[config.mk]
export PLATFORM = sky130hd
export DESIGN_NAME = rasp_status_io
export DESIGN_NICKNAME = d
export VERILOG_FILES = /design/src/rasp_pkg.sv /design/src/rasp_cmd_parser.sv /design/src/rasp_status_io.sv
export SDC_FILE = /design/constraint.sdc
export NUM_CORES = 1
export LEC_CHECK = 0
export BUFFER_PORTS_ARGS = -buffer_cell sky130_fd_sc_hd__buf_2
export CORE_ASPECT_RATIO = 1.25
export CORE_MARGIN = 4
export CORE_UTILIZATION = 53
export CTS_BUF_LIST = sky130_fd_sc_hd__clkbuf_16
export CTS_CLUSTER_SIZE = 40
export DETAILED_ROUTE_END_ITERATION = 8
export GPL_TIMING_DRIVEN = 0
export PLACE_DENSITY = 0.88
export SLEW_MARGIN = 20
export SYNTH_ARGS = -nofsm -noshare
export SYNTH_HDL_FRONTEND = slang
export SYNTH_SLANG_ARGS = --single-unit
export TNS_END_PERCENT = 100
[constraint.sdc]
create_clock -name core_clk -period 2.5 [get_ports core_clk]
set_clock_uncertainty 0.1 [all_clocks]
set_input_delay 0.5 -clock core_clk [delete_from_list [all_inputs] [get_ports core_clk]]
set_output_delay 0.5 -clock core_clk [all_outputs]
set_load 0.01 [all_outputs]
[src/rasp_pkg.sv]
// constants and types for the remote axis status and i/o port block
package rasp_pkg;
   localparam int unsigned STS_W = 16;
   localparam int unsigned PIN_W = 8;
   localparam int unsigned WORD_W = 16;
   localparam int unsigned BUF_DEPTH = 64;
   localparam int unsigned PTR_W = 6;
   // status word bit positions
   localparam int unsigned ST_SUM = 0;
   localparam int unsigned ST_STOP = 1;
   localparam int unsigned ST_ERR = 2;
   localparam int unsigned ST_EVT = 3;
   localparam int unsigned ST_SIM_LO = 4;
   localparam int unsigned ST_SIM_HI = 5;
   localparam int unsigned ST_PRF = 6;
   localparam int unsigned ST_CMP3 = 7;
   localparam int unsigned ST_BUSY = 8;
   localparam int unsigned ST_SYNC_LO = 9;
   localparam int unsigned ST_GRP_LO = 12;
   localparam int unsigned GRP_W = 3;
   localparam int unsigned SYNC_W = 7;
   localparam int unsigned SERIAL_PIN_LO = 4;
   // command code, omitted-data value and group-from-pins setting
   localparam logic [15:0] CMD_STOP_IRQ_RST = 16'h0008;
   localparam logic [15:0] DATA_OMITTED = 16'h0000;
   localparam logic [2:0] GRP_FROM_PINS = 3'h0;
   // reset values
   localparam logic [7:0] PIN_OUT_RST = 8'h00;
   localparam logic [15:0] STS_RST = 16'h0000;
   typedef enum logic [1:0] {
      RASP_PS_CMD = 2'b00,
      RASP_PS_LO = 2'b01,
      RASP_PS_HI = 2'b10
   } rasp_parse_type;
endpackage

[src/rasp_cmd_parser.sv]
// command framing: splits received words into command plus two data words
`timescale 1ns/1ps
`default_nettype none
module rasp_cmd_parser
#(
   parameter int unsigned WORD_W = 16
)
(
   input wire logic core_clk,
   input wire logic arst_n,
   input wire logic clk_en,
   input wire logic word_valid,
   input wire logic [WORD_W-1:0] word_data,
   input wire logic frame_end,
   input wire logic cmd_has_data,
   output logic cmd_valid,
   output logic [WORD_W-1:0] cmd_code,
   output logic [WORD_W-1:0] cmd_lo,
   output logic [WORD_W-1:0] cmd_hi
);
   rasp_pkg::rasp_parse_type st_r;
   rasp_pkg::rasp_parse_type st_nxt;
   logic [WORD_W-1:0] code_r;
   logic [WORD_W-1:0] lo_r;
   wire take = clk_en && word_valid;
   wire close = clk_en && frame_end && !word_valid && (st_r != rasp_pkg::RASP_PS_CMD);

   // next parse state
   always_comb
   begin
      st_nxt = st_r;
      case (st_r)
         rasp_pkg::RASP_PS_CMD: if (take && cmd_has_data) st_nxt = rasp_pkg::RASP_PS_LO;
         rasp_pkg::RASP_PS_LO: if (take) st_nxt = rasp_pkg::RASP_PS_HI;
         rasp_pkg::RASP_PS_HI: if (take) st_nxt = rasp_pkg::RASP_PS_CMD;
         default: st_nxt = rasp_pkg::RASP_PS_CMD;
      endcase
      if (close)
         st_nxt = rasp_pkg::RASP_PS_CMD;
   end

   // word capture and command issue
   always_ff @(posedge core_clk or negedge arst_n)
   begin
      if (!arst_n)
      begin
         st_r <= rasp_pkg::RASP_PS_CMD;
         code_r <= '0;
         lo_r <= '0;
         cmd_valid <= 1'b0;
         cmd_code <= '0;
         cmd_lo <= '0;
         cmd_hi <= '0;
      end
      else if (clk_en)
      begin
         st_r <= st_nxt;
         cmd_valid <= 1'b0;
         if (take && st_r == rasp_pkg::RASP_PS_CMD)
         begin
            code_r <= word_data;
            lo_r <= rasp_pkg::DATA_OMITTED;
            if (!cmd_has_data)
            begin
               cmd_valid <= 1'b1;
               cmd_code <= word_data;
               cmd_lo <= rasp_pkg::DATA_OMITTED;
               cmd_hi <= rasp_pkg::DATA_OMITTED;
            end
         end
         else if (take && st_r == rasp_pkg::RASP_PS_LO)
            lo_r <= word_data;
         else if (take && st_r == rasp_pkg::RASP_PS_HI)
         begin
            cmd_valid <= 1'b1;
            cmd_code <= code_r;
            cmd_lo <= lo_r;
            cmd_hi <= word_data;
         end
         else if (close)
         begin
            cmd_valid <= 1'b1;
            cmd_code <= code_r;
            cmd_lo <= lo_r;
            cmd_hi <= rasp_pkg::DATA_OMITTED;
         end
      end
   end
endmodule
`default_nettype wire

[src/rasp_status_io.sv]
// remote axis status word, general-purpose i/o ports and command framing
// Function
// - summary flag set when stop, error, event set
// - stop flag set on stop, cleared by 0008h
// - error flag cleared by error cause access
// - event flag cleared by event cause access
// - bits 5,4 simultaneous-stop info, reader ignores
// - bit 6 shows operation pre-register full
// - bit 7 shows comparator 3 pre-register full
// - bit 8 mirrors busy, pulse start to stop
// - group bits from pins or nonzero setting
// - sync layout: bits 15-9 sync data, ignored
// - irq disable holds summary flag at zero
// - input byte returns pin levels 7-0
// - serial mode zeroes input bits 7-4
// - output pins read back driven state
// - monitor disable zeroes output-pin input bits
// - output byte sets driven pin levels
// - serial mode ignores output bits 7-4
// - omitted data words taken as 0000h
// - ports 3..0: out, in, status hi, lo
// - direction bits select pin in or out
`timescale 1ns/1ps
`default_nettype none
module rasp_status_io
#(
   parameter int unsigned PIN_W = 8,
   parameter int unsigned WORD_W = 16
)
(
   input wire logic core_clk,
   input wire logic arst_n,
   input wire logic clk_en,
   // received words from the serial link
   input wire logic rx_word_valid,
   input wire logic [WORD_W-1:0] rx_word,
   input wire logic rx_frame_end,
   input wire logic cmd_has_data,
   // motion engine events and levels
   input wire logic op_stop_evt,
   input wire logic err_irq_evt,
   input wire logic evt_irq_evt,
   input wire logic pulse_start_evt,
   input wire logic op_prereg_full,
   input wire logic cmp3_prereg_full,
   input wire logic [1:0] sim_stop_info,
   input wire logic [6:0] clock_sync_field,
   input wire logic error_cause_access,
   input wire logic event_cause_access,
   // configuration
   input wire logic sync_layout_select,
   input wire logic sync_enable_select,
   input wire logic [2:0] group_number_setting,
   input wire logic [2:0] group_input_pins,
   input wire logic irq_disable_bit,
   input wire logic input_monitor_disable,
   input wire logic serial_bus_pin_mode,
   input wire logic [PIN_W-1:0] pin_direction_bits,
   // cyclic port writes
   input wire logic port3_wr,
   input wire logic [PIN_W-1:0] port3_wdata,
   // general-purpose pins
   input wire logic [PIN_W-1:0] pin_in_bits,
   output logic [PIN_W-1:0] pin_out_bits,
   output logic [PIN_W-1:0] pin_out_en,
   // cyclic ports and status
   output logic [7:0] port3_rd,
   output logic [7:0] port2_rd,
   output logic [7:0] port1_rd,
   output logic [7:0] port0_rd,
   output logic [WORD_W-1:0] main_status_word,
   output logic busy_output_signal,
   output logic irq_summary_flag,
   // decoded commands for the motion engine
   output logic cmd_valid,
   output logic [WORD_W-1:0] cmd_code,
   output logic [WORD_W-1:0] cmd_lo,
   output logic [WORD_W-1:0] cmd_hi
);
   logic stop_flag_r;
   logic error_irq_flag_r;
   logic event_irq_flag_r;
   logic pulse_busy_flag_r;
   logic [PIN_W-1:0] pin_output_levels_r;
   logic [PIN_W-1:0] pin_input_levels;
   logic [PIN_W-1:0] drive_nxt;
   logic [PIN_W-1:0] oe_nxt;
   logic [PIN_W-1:0] serial_mask;
   logic [WORD_W-1:0] sts_nxt;
   logic [2:0] group_number_field;
   logic sum_nxt;
   logic stop_clr;
   logic p_valid;
   logic [WORD_W-1:0] p_code;
   logic [WORD_W-1:0] p_lo;
   logic [WORD_W-1:0] p_hi;

   // command framing
   rasp_cmd_parser #(.WORD_W(WORD_W)) u_parser
   (
      .core_clk(core_clk),
      .arst_n(arst_n),
      .clk_en(clk_en),
      .word_valid(rx_word_valid),
      .word_data(rx_word),
      .frame_end(rx_frame_end),
      .cmd_has_data(cmd_has_data),
      .cmd_valid(p_valid),
      .cmd_code(p_code),
      .cmd_lo(p_lo),
      .cmd_hi(p_hi)
   );

   // pins 7-4 belong to the serial bus in serial mode
   assign serial_mask = serial_bus_pin_mode ?
      {{(PIN_W-rasp_pkg::SERIAL_PIN_LO){1'b0}}, {rasp_pkg::SERIAL_PIN_LO{1'b1}}} : '1;
   assign oe_nxt = pin_direction_bits & serial_mask;
   assign drive_nxt = pin_output_levels_r & oe_nxt;

   // input byte: pin level, or driven state on outputs
   assign pin_input_levels = ((pin_in_bits & ~pin_direction_bits)
      | (pin_out_bits & pin_direction_bits & {PIN_W{!input_monitor_disable}}))
      & serial_mask;

   assign stop_clr = p_valid && p_code == rasp_pkg::CMD_STOP_IRQ_RST;
   assign sum_nxt = !irq_disable_bit
      && (stop_flag_r || error_irq_flag_r || event_irq_flag_r);
   assign group_number_field = (group_number_setting == rasp_pkg::GRP_FROM_PINS) ?
      group_input_pins : group_number_setting;

   // status word assembly
   always_comb
   begin
      sts_nxt = rasp_pkg::STS_RST;
      sts_nxt[rasp_pkg::ST_SUM] = sum_nxt;
      sts_nxt[rasp_pkg::ST_STOP] = stop_flag_r;
      sts_nxt[rasp_pkg::ST_ERR] = error_irq_flag_r;
      sts_nxt[rasp_pkg::ST_EVT] = event_irq_flag_r;
      sts_nxt[rasp_pkg::ST_PRF] = op_prereg_full;
      sts_nxt[rasp_pkg::ST_CMP3] = cmp3_prereg_full;
      sts_nxt[rasp_pkg::ST_BUSY] = pulse_busy_flag_r;
      if (sync_enable_select)
         sts_nxt[rasp_pkg::ST_SIM_HI:rasp_pkg::ST_SIM_LO] = sim_stop_info;
      if (sync_layout_select || sync_enable_select)
         sts_nxt[15:rasp_pkg::ST_SYNC_LO] = clock_sync_field;
      else
         sts_nxt[14:rasp_pkg::ST_GRP_LO] = group_number_field;
   end

   // interrupt flags, busy; set wins over clear
   always_ff @(posedge core_clk or negedge arst_n)
   begin
      if (!arst_n)
      begin
         stop_flag_r <= 1'b0;
         error_irq_flag_r <= 1'b0;
         event_irq_flag_r <= 1'b0;
         pulse_busy_flag_r <= 1'b0;
      end
      else if (clk_en)
      begin
         stop_flag_r <= op_stop_evt || (stop_flag_r && !stop_clr);
         error_irq_flag_r <= err_irq_evt || (error_irq_flag_r && !error_cause_access);
         event_irq_flag_r <= evt_irq_evt || (event_irq_flag_r && !event_cause_access);
         pulse_busy_flag_r <= pulse_start_evt || (pulse_busy_flag_r && !op_stop_evt);
      end
   end

   // output register and pin drivers
   always_ff @(posedge core_clk or negedge arst_n)
   begin
      if (!arst_n)
      begin
         pin_output_levels_r <= rasp_pkg::PIN_OUT_RST;
         pin_out_bits <= rasp_pkg::PIN_OUT_RST;
         pin_out_en <= '0;
      end
      else if (clk_en)
      begin
         if (port3_wr)
            pin_output_levels_r <= port3_wdata;
         pin_out_bits <= drive_nxt;
         pin_out_en <= oe_nxt;
      end
   end

   // registered port images and command outputs
   always_ff @(posedge core_clk or negedge arst_n)
   begin
      if (!arst_n)
      begin
         port3_rd <= '0;
         port2_rd <= '0;
         port1_rd <= '0;
         port0_rd <= '0;
         main_status_word <= rasp_pkg::STS_RST;
         busy_output_signal <= 1'b0;
         irq_summary_flag <= 1'b0;
         cmd_valid <= 1'b0;
         cmd_code <= '0;
         cmd_lo <= '0;
         cmd_hi <= '0;
      end
      else if (clk_en)
      begin
         port3_rd <= pin_output_levels_r;
         port2_rd <= pin_input_levels;
         port1_rd <= sts_nxt[15:8];
         port0_rd <= sts_nxt[7:0];
         main_status_word <= sts_nxt;
         busy_output_signal <= pulse_busy_flag_r;
         irq_summary_flag <= sum_nxt;
         cmd_valid <= p_valid;
         cmd_code <= p_code;
         cmd_lo <= p_lo;
         cmd_hi <= p_hi;
      end
   end
endmodule
`default_nettype wire

==> results of run 1 <==
==> final cells by class <==
cell class / count / area, µm² / area share, %
multi-input cells: 314 / 2570 / 26.8
clock buffers: 17 / 425 / 4.43
repair buffers: 192 / 1020 / 10.6
flip-flops and latches: 192 / 4800 / 50.1
diodes: 2 / 5.00 / 0.0522
clock inverters: 14 / 120 / 1.25
plain buffers: 48 / 309 / 3.22
well taps: 178 / 223 / 2.32
inverters: 32 / 120 / 1.25
==> worst min path at each step <==
stage,endpoint,depth (start not counted),start,slack [ns]
floorplan,cmd_code[0],0,arst_n,0.10
global placement,u_parser.lo_r[10],2,u_parser.lo_r[10],0.36
detailed placement,cmd_hi[12],1,arst_n,0.34
CTS,error_irq_flag_r,2,err_irq_evt,0.17
global route,event_irq_flag_r,2,evt_irq_evt,0.19
finish,error_irq_flag_r,2,err_irq_evt,0.18
==> synth_stat cells (5+ instances only) <==
library cell / number
mux2_2: 106
a22o_1: 20
clkbuf_1: 7
buf_4: 18
nand2_1: 44
nand2b_1: 5
nand3_1: 7
dfrtp_1: 192
mux2_4: 14
o22ai_1: 8
o21ai_0: 36
buf_2: 13
nor2_1: 7
nand3b_1: 9
nor2b_1: 18
buf_6: 6
inv_1: 32
==> worst reg2reg max path: stages, from the launching register on <==
cell and delay (ns):
dfrtp_1 0.46, nor4bb_2 0.32, buf_6 0.18, buf_6 0.18, mux2_4 0.32, mux2_2 0.27
==> cell families after synthesis <==
logic type / Yosys count
flip-flops: 192
multiplexers: 122
AND/OR/NAND/NOR: 109
AO/OA/AOI/OAI: 83
buffers and inverters: 80
==> power by group <==
| group | switching [W] | total [W] | leakage [nW] | internal, W |
|---|---|---|---|---|
| combinational | 0.000831 | 0.00175 | 2.11 | 0.000921 |
| clock | 0.00116 | 0.00253 | 0.269 | 0.00137 |
| sequential | 0.000389 | 0.00415 | 2.44 | 0.00376 |
| total | 0.00238 | 0.00843 | 4.82 | 0.00605 |
==> sequential cells by signal, indices dropped and copies added (netlist names) <==
signal / count
u_parser.st_r: 2
port3_rd: 8
cmd_valid: 1
pin_output_levels_r: 8
u_parser.code_r: 16
cmd_hi: 16
u_parser.cmd_hi: 16
event_irq_flag_r: 1
stop_flag_r: 1
cmd_code: 16
u_parser.cmd_valid: 1
u_parser.cmd_code: 16
error_irq_flag_r: 1
pin_out_bits: 8
cmd_lo: 16
u_parser.cmd_lo: 16
u_parser.lo_r: 16
pulse_busy_flag_r: 1
port0_rd: 7
main_status_word: 1
pin_out_en: 8
port2_rd: 8
port1_rd: 8
==> through the flow <==
step	std cells	worst slack, ns	instance area [µm²]
after floorplan	586	0.627	7800
after global placement	953	-2.16	8970
after detailed placement	955	0.278	9030
after CTS	987	0.546	9590
after global routing	988	0.413	9590
final	989	0.548	9600
==> timing repair <==
| item | CTS | global route |
|---|---|---|
| hold buffers | 1 | 0 |
| gates resized for setup | 0 | 0 |
| buffers inserted | 0 | 0 |
| hold endpoints to repair | 50 | 0 |
==> routing by layer <==
metal	wire length, µm	up-vias	global-route usage (%)
met5	7	-	0
met4	452	2	9.16
met3	1310	37	5.81
met2	9260	185	38.4
met1	7170	2679	26.4
li1	-	2447	-
==> flow_summary.yaml, run 1 <==
worst_setup_path:
  crit_family: "multiplexers"
  required_ns: 2.72
  worst-path-max-fanout: 10
  cp.arrival_ns: 2.17
  critPathLaunchType: "register"
  cp.depth: 5
  path_cells: "nor4bb_2, buf_6, buf_6, mux2_4, mux2_2"
  worstSetupPathType: "reg -> reg"
  timing.rr.end: "u_parser.cmd_code[2]"
  crit_start: "u_parser.st_r[1]"
  ff2ff_setup_slack_ns: 0.55
  path_common_cell: "buf_6"
  r2r_cells: 5
  path_buf_inv: 2
  crit_slowest_cell: "dfrtp_1"
  r2r_start: "u_parser.st_r[1]"
  end_kind: "register"
  cpPeakStageDelay_ns: 0.46
  crit_end: "u_parser.cmd_code[2]"
yosys:
  synth_fa_ha_area_share_pct: 0
  synth_area_leaders: "dfrtp_1 (62%), mux2_2 (15%), mux2_4 (2.7%), o21ai_0 (2.3%), a22o_1 (2.2%)"
  synth_area_leader_cell: "dfrtp_1"
  synth_ff_type: "dfrtp_1"
  ys_ff_latch: 192
  yosysTopAreaCellShare_pct: 61.6
  synth_xor_area_share_pct: 0
  synth.distinct_cells: 40
  postSynthCellCount: 586
  synth_edf_count: 0
  syn_area_per_cell_um2: 13.3
  synthArstFlopShare_pct: 100
  synthMuxAreaShare_pct: 18.3
  synth-compound-area-share_pct: 7.11
  synth_nets: 661
  synth_top_family_by_area: "multiplexers"
  seq_area_frac_synth_pct: 61.6
  synth-warning-count: 0
  synth-simple-area-share_pct: 7.54
  syn_area_mm2: 0.00780
place:
  io_buffers: 189
  place.gp.congestion: 0.835
  dp_hpwl_um: 13500
layout:
  utilization_pct: 66.6
  drive_gt1_share_pct: 46.8
  nNetsFinal: 872
  syn2layout_area_growth_pct: 23.0
  layout_common_cells: "buf_2 (201), dfrtp_1 (192), mux2_2 (106)"
  fill_cells: 1031
  final_common_cell: "buf_2"
global_route:
  grt_use_total_pct: 22.3
  grt_pass1_vias: 5472
  grt_max_degree: 82
  overflow: 0
  grt_first_pass_wirelength_um: 28400
  grt_antenna_before_repair: 2
routing:
  wl_um: 18200
  via_per_inst: 5.41
  ant_nets: 0
  vias: 5350
  drtPass1Iterations: 4
  drtIter0Drc: 429
  wl_per_cell_um: 18.4
  drc: 0
clock_network:
  clk_latency_ns: 0.43
  cts_tree: "yes"
  clockBufferDepth: 2
  cts.clk_slew.worst_paths_ns: 0.07
  h-tree-depth: 4
  root_buffer: "clkbuf_16"
  cts_made_buffers: 17
  clock-sinks: 192
flow_run:
  maxCapViolations: 0
pwr:
  power_w: 0.00843
  p_per_area_mw_per_mm2: 879
  max-vdd-ir-drop_uv: 512
  total_leakage_power_nw: 4.82
sta:
  finalHoldViolations: 0
  period_share_pct: 78.1
  setup_violations: 0
  rsz0062_at_grt: "false"
  worstMarginPinSlew_ns: 0.755
  max-slew-margin-rel_pct: 49.6
  final.min_clock_period_ns: 1.95
  fin_setup_tns_ns: 0
  fmax_mhz: 512
  drv_slew: 0
  holdWs_ns: 0.184
hold_path:
  holdCritPathClass: "in -> reg"
floorplan:
  initial_core_util_pct: 54.1
  num_rows: 49
  die_area_mm2: 0.0167
  die_x_um: 117
  coreArea_mm2: 0.0144
  die_height_um: 144
  ios: 190
outcome:
  status: "finished clean"
Note: power is estimated with default switching activity, not from simulation.
==> run 2, diff against run 1 <==
- clock period: 2.5 -> 1.8 ns (I/O delays scaled with it)
==> run 2 against run 1 <==
The run now ends with negative setup slack left. Die area did not move. Via count increased by 0.60%. Sequential power up 40%. Register-to-register slack lost 0.59 ns. Critical path type unchanged. Critical endpoint is now u_parser.cmd_code[0].
==> flow_summary.yaml, run 2 (synthesis results as in run 1) <==
sta:
  setup_violations: 20
  period_share_pct: 103
  fmax_mhz: 542
  finalHoldViolations: 0
  layout_setup_ws_ns: -0.0464
  max-slew-margin-rel_pct: 55.4
  holdWs_ns: 0.0564
  worstMarginPinSlew_ns: 0.669
  drv_slew: 0
  final.min_clock_period_ns: 1.85
  rsz0062_at_grt: "true"
place:
  dp_hpwl_um: 13400
  io_buffers: 189
  place.gp.congestion: 0.839
  dp_slack_ns: -0.272
  dp_cells: 954
floorplan:
  die_height_um: 144
  die_x_um: 117
  die_area_mm2: 0.0167
  num_rows: 49
  initial_core_util_pct: 54.1
  coreArea_mm2: 0.0144
  ios: 190
clock_network:
  cts.clk_slew.worst_paths_ns: 0.07
  clock-sinks: 192
  clockBufferDepth: 2
  clk_latency_ns: 0.43
  root_buffer: "clkbuf_16"
  h-tree-depth: 4
  cts_made_buffers: 17
  cts_tree: "yes"
pwr:
  total_leakage_power_nw: 4.95
  switching_share_pct: 28.3
  max-vdd-ir-drop_uv: 865
  p_switching_w: 0.00344
  p_per_area_mw_per_mm2: 1240
  comb_power_share_pct: 21.8
  p_int_w: 0.00872
  power_frac_clock_pct: 30.5
  seqPwrFrac_pct: 47.7
global_route:
  grt_first_pass_wirelength_um: 29300
  overflow: 0
  met2_usage_pct: 38.7
  grt_util_met1_pct: 28.1
  grt_max_degree: 104
  grt_pass1_vias: 5538
  use_met3_pct: 5.81
  busiest_layer: "met2"
  grt_antenna_before_repair: 1
  grt_use_total_pct: 23.0
layout:
  antenna_cells: 0
  layout_common_cells: "buf_2 (199), dfrtp_1 (190), mux2_2 (90)"
  nNetsFinal: 883
  fin_cells: 999
  final_common_cell: "buf_2"
  drive_gt1_share_pct: 48.5
  syn2layout_area_growth_pct: 25.9
outcome:
  violations: "negative setup slack"
  status: "complete, but fails checks"
worst_setup_path:
  ff2ff_setup_slack_ns: -0.05
  critPathLaunchType: "register"
  required_ns: 2.01
  worstSetupPathType: "reg -> reg"
  r2r_cells: 5
  timing.rr.end: "u_parser.cmd_code[0]"
  r2r_start: "u_parser.st_r[1]"
  worst-path-max-fanout: 10
  end_kind: "register"
  cp.arrival_ns: 2.06
routing:
  ant_nets: 0
  drc: 0
  vias: 5382
  wl_per_cell_um: 19.0
  drtPass1Iterations: 5
  wl_um: 19000
  via_per_inst: 5.39
  drtIter0Drc: 370
hold_path:
  min_to: "error_irq_flag_r"
  holdCritPathClass: "in -> reg"
  hold_path_depth: 2
  hp-start: "err_irq_evt"
flow_run:
  maxCapViolations: 0
[run 2: stage by stage]
stage / TNS [ns] / power, W / util, % / area [µm²]
3_3_place_gp: -531.89 / 0.00817 / 62.3 / 8980
3_5_place_dp: -6.37 / 0.00831 / 62.6 / 9010
6_report: -0.501 / 0.0122 / 68.2 / 9820
5_1_grt: -1.73 / 0.0128 / 68.2 / 9820
4_1_cts: -0.554 / 0.0122 / 67.5 / 9720
2_1_floorplan: -0.0398 / 0.00716 / - / 7810
[run 2: final cells by class]
type,instances,area (µm²)
Sequential cell,192,4810
Fill cell,1011,4590
Multi-Input combinational cell,314,2670
Timing Repair Buffer,203,1090
Clock buffer,17,425
Buffer,48,329
Tap cell,178,223
Clock inverter,15,160
Inverter,32,120
[run 2: worst max-delay path by stage]
stage	from	to	slack [ns]	depth (start not counted)
global placement	arst_n	cmd_code[6]	-2.76	1
global route	u_parser.st_r[1]	u_parser.cmd_code[13]	-0.1	5
detailed placement	rx_word_valid	u_parser.cmd_valid	-0.27	5
finish	u_parser.st_r[1]	u_parser.cmd_code[0]	-0.05	5
CTS	u_parser.st_r[1]	u_parser.cmd_code[0]	-0.05	5
floorplan	u_parser.st_r[0]	u_parser.cmd_code[0]	-0.004	5
[run 2: worst max-delay path, stage by stage (launching register included)]
cell and delay, ns:
dfrtp_2 0.43, nor4bb_4 0.29, buf_6 0.17, buf_12 0.15, mux2_4 0.32, mux2_4 0.26
[run 2: per-layer routing]
| metal | routed length (µm) | vias up |
|---|---|---|
| li1 | - | 2478 |
| met1 | 7350 | 2657 |
| met3 | 1430 | 34 |
| met5 | 12 | - |
| met4 | 565 | 2 |
| met2 | 9620 | 211 |
[run 2: power groups by stage]
stage	Clock, W	Combinational (W)	Sequential [W]
6_report	0.00371	0.00265	0.00579
5_1_grt	0.00398	0.00288	0.00590
4_1_cts	0.00378	0.00262	0.00578
3_5_place_dp	0	0.00246	0.00585
3_3_place_gp	0	0.00237	0.00580
2_1_floorplan	0	0.00126	0.00590
[run 2: timing repair]
item	CTS	global route
hold endpoints to repair	89	0
endpoints found under the setup margin	40	36
hold buffers	1	0
pin swaps	1	2
setup buffers	6	6
resized for setup	19	11
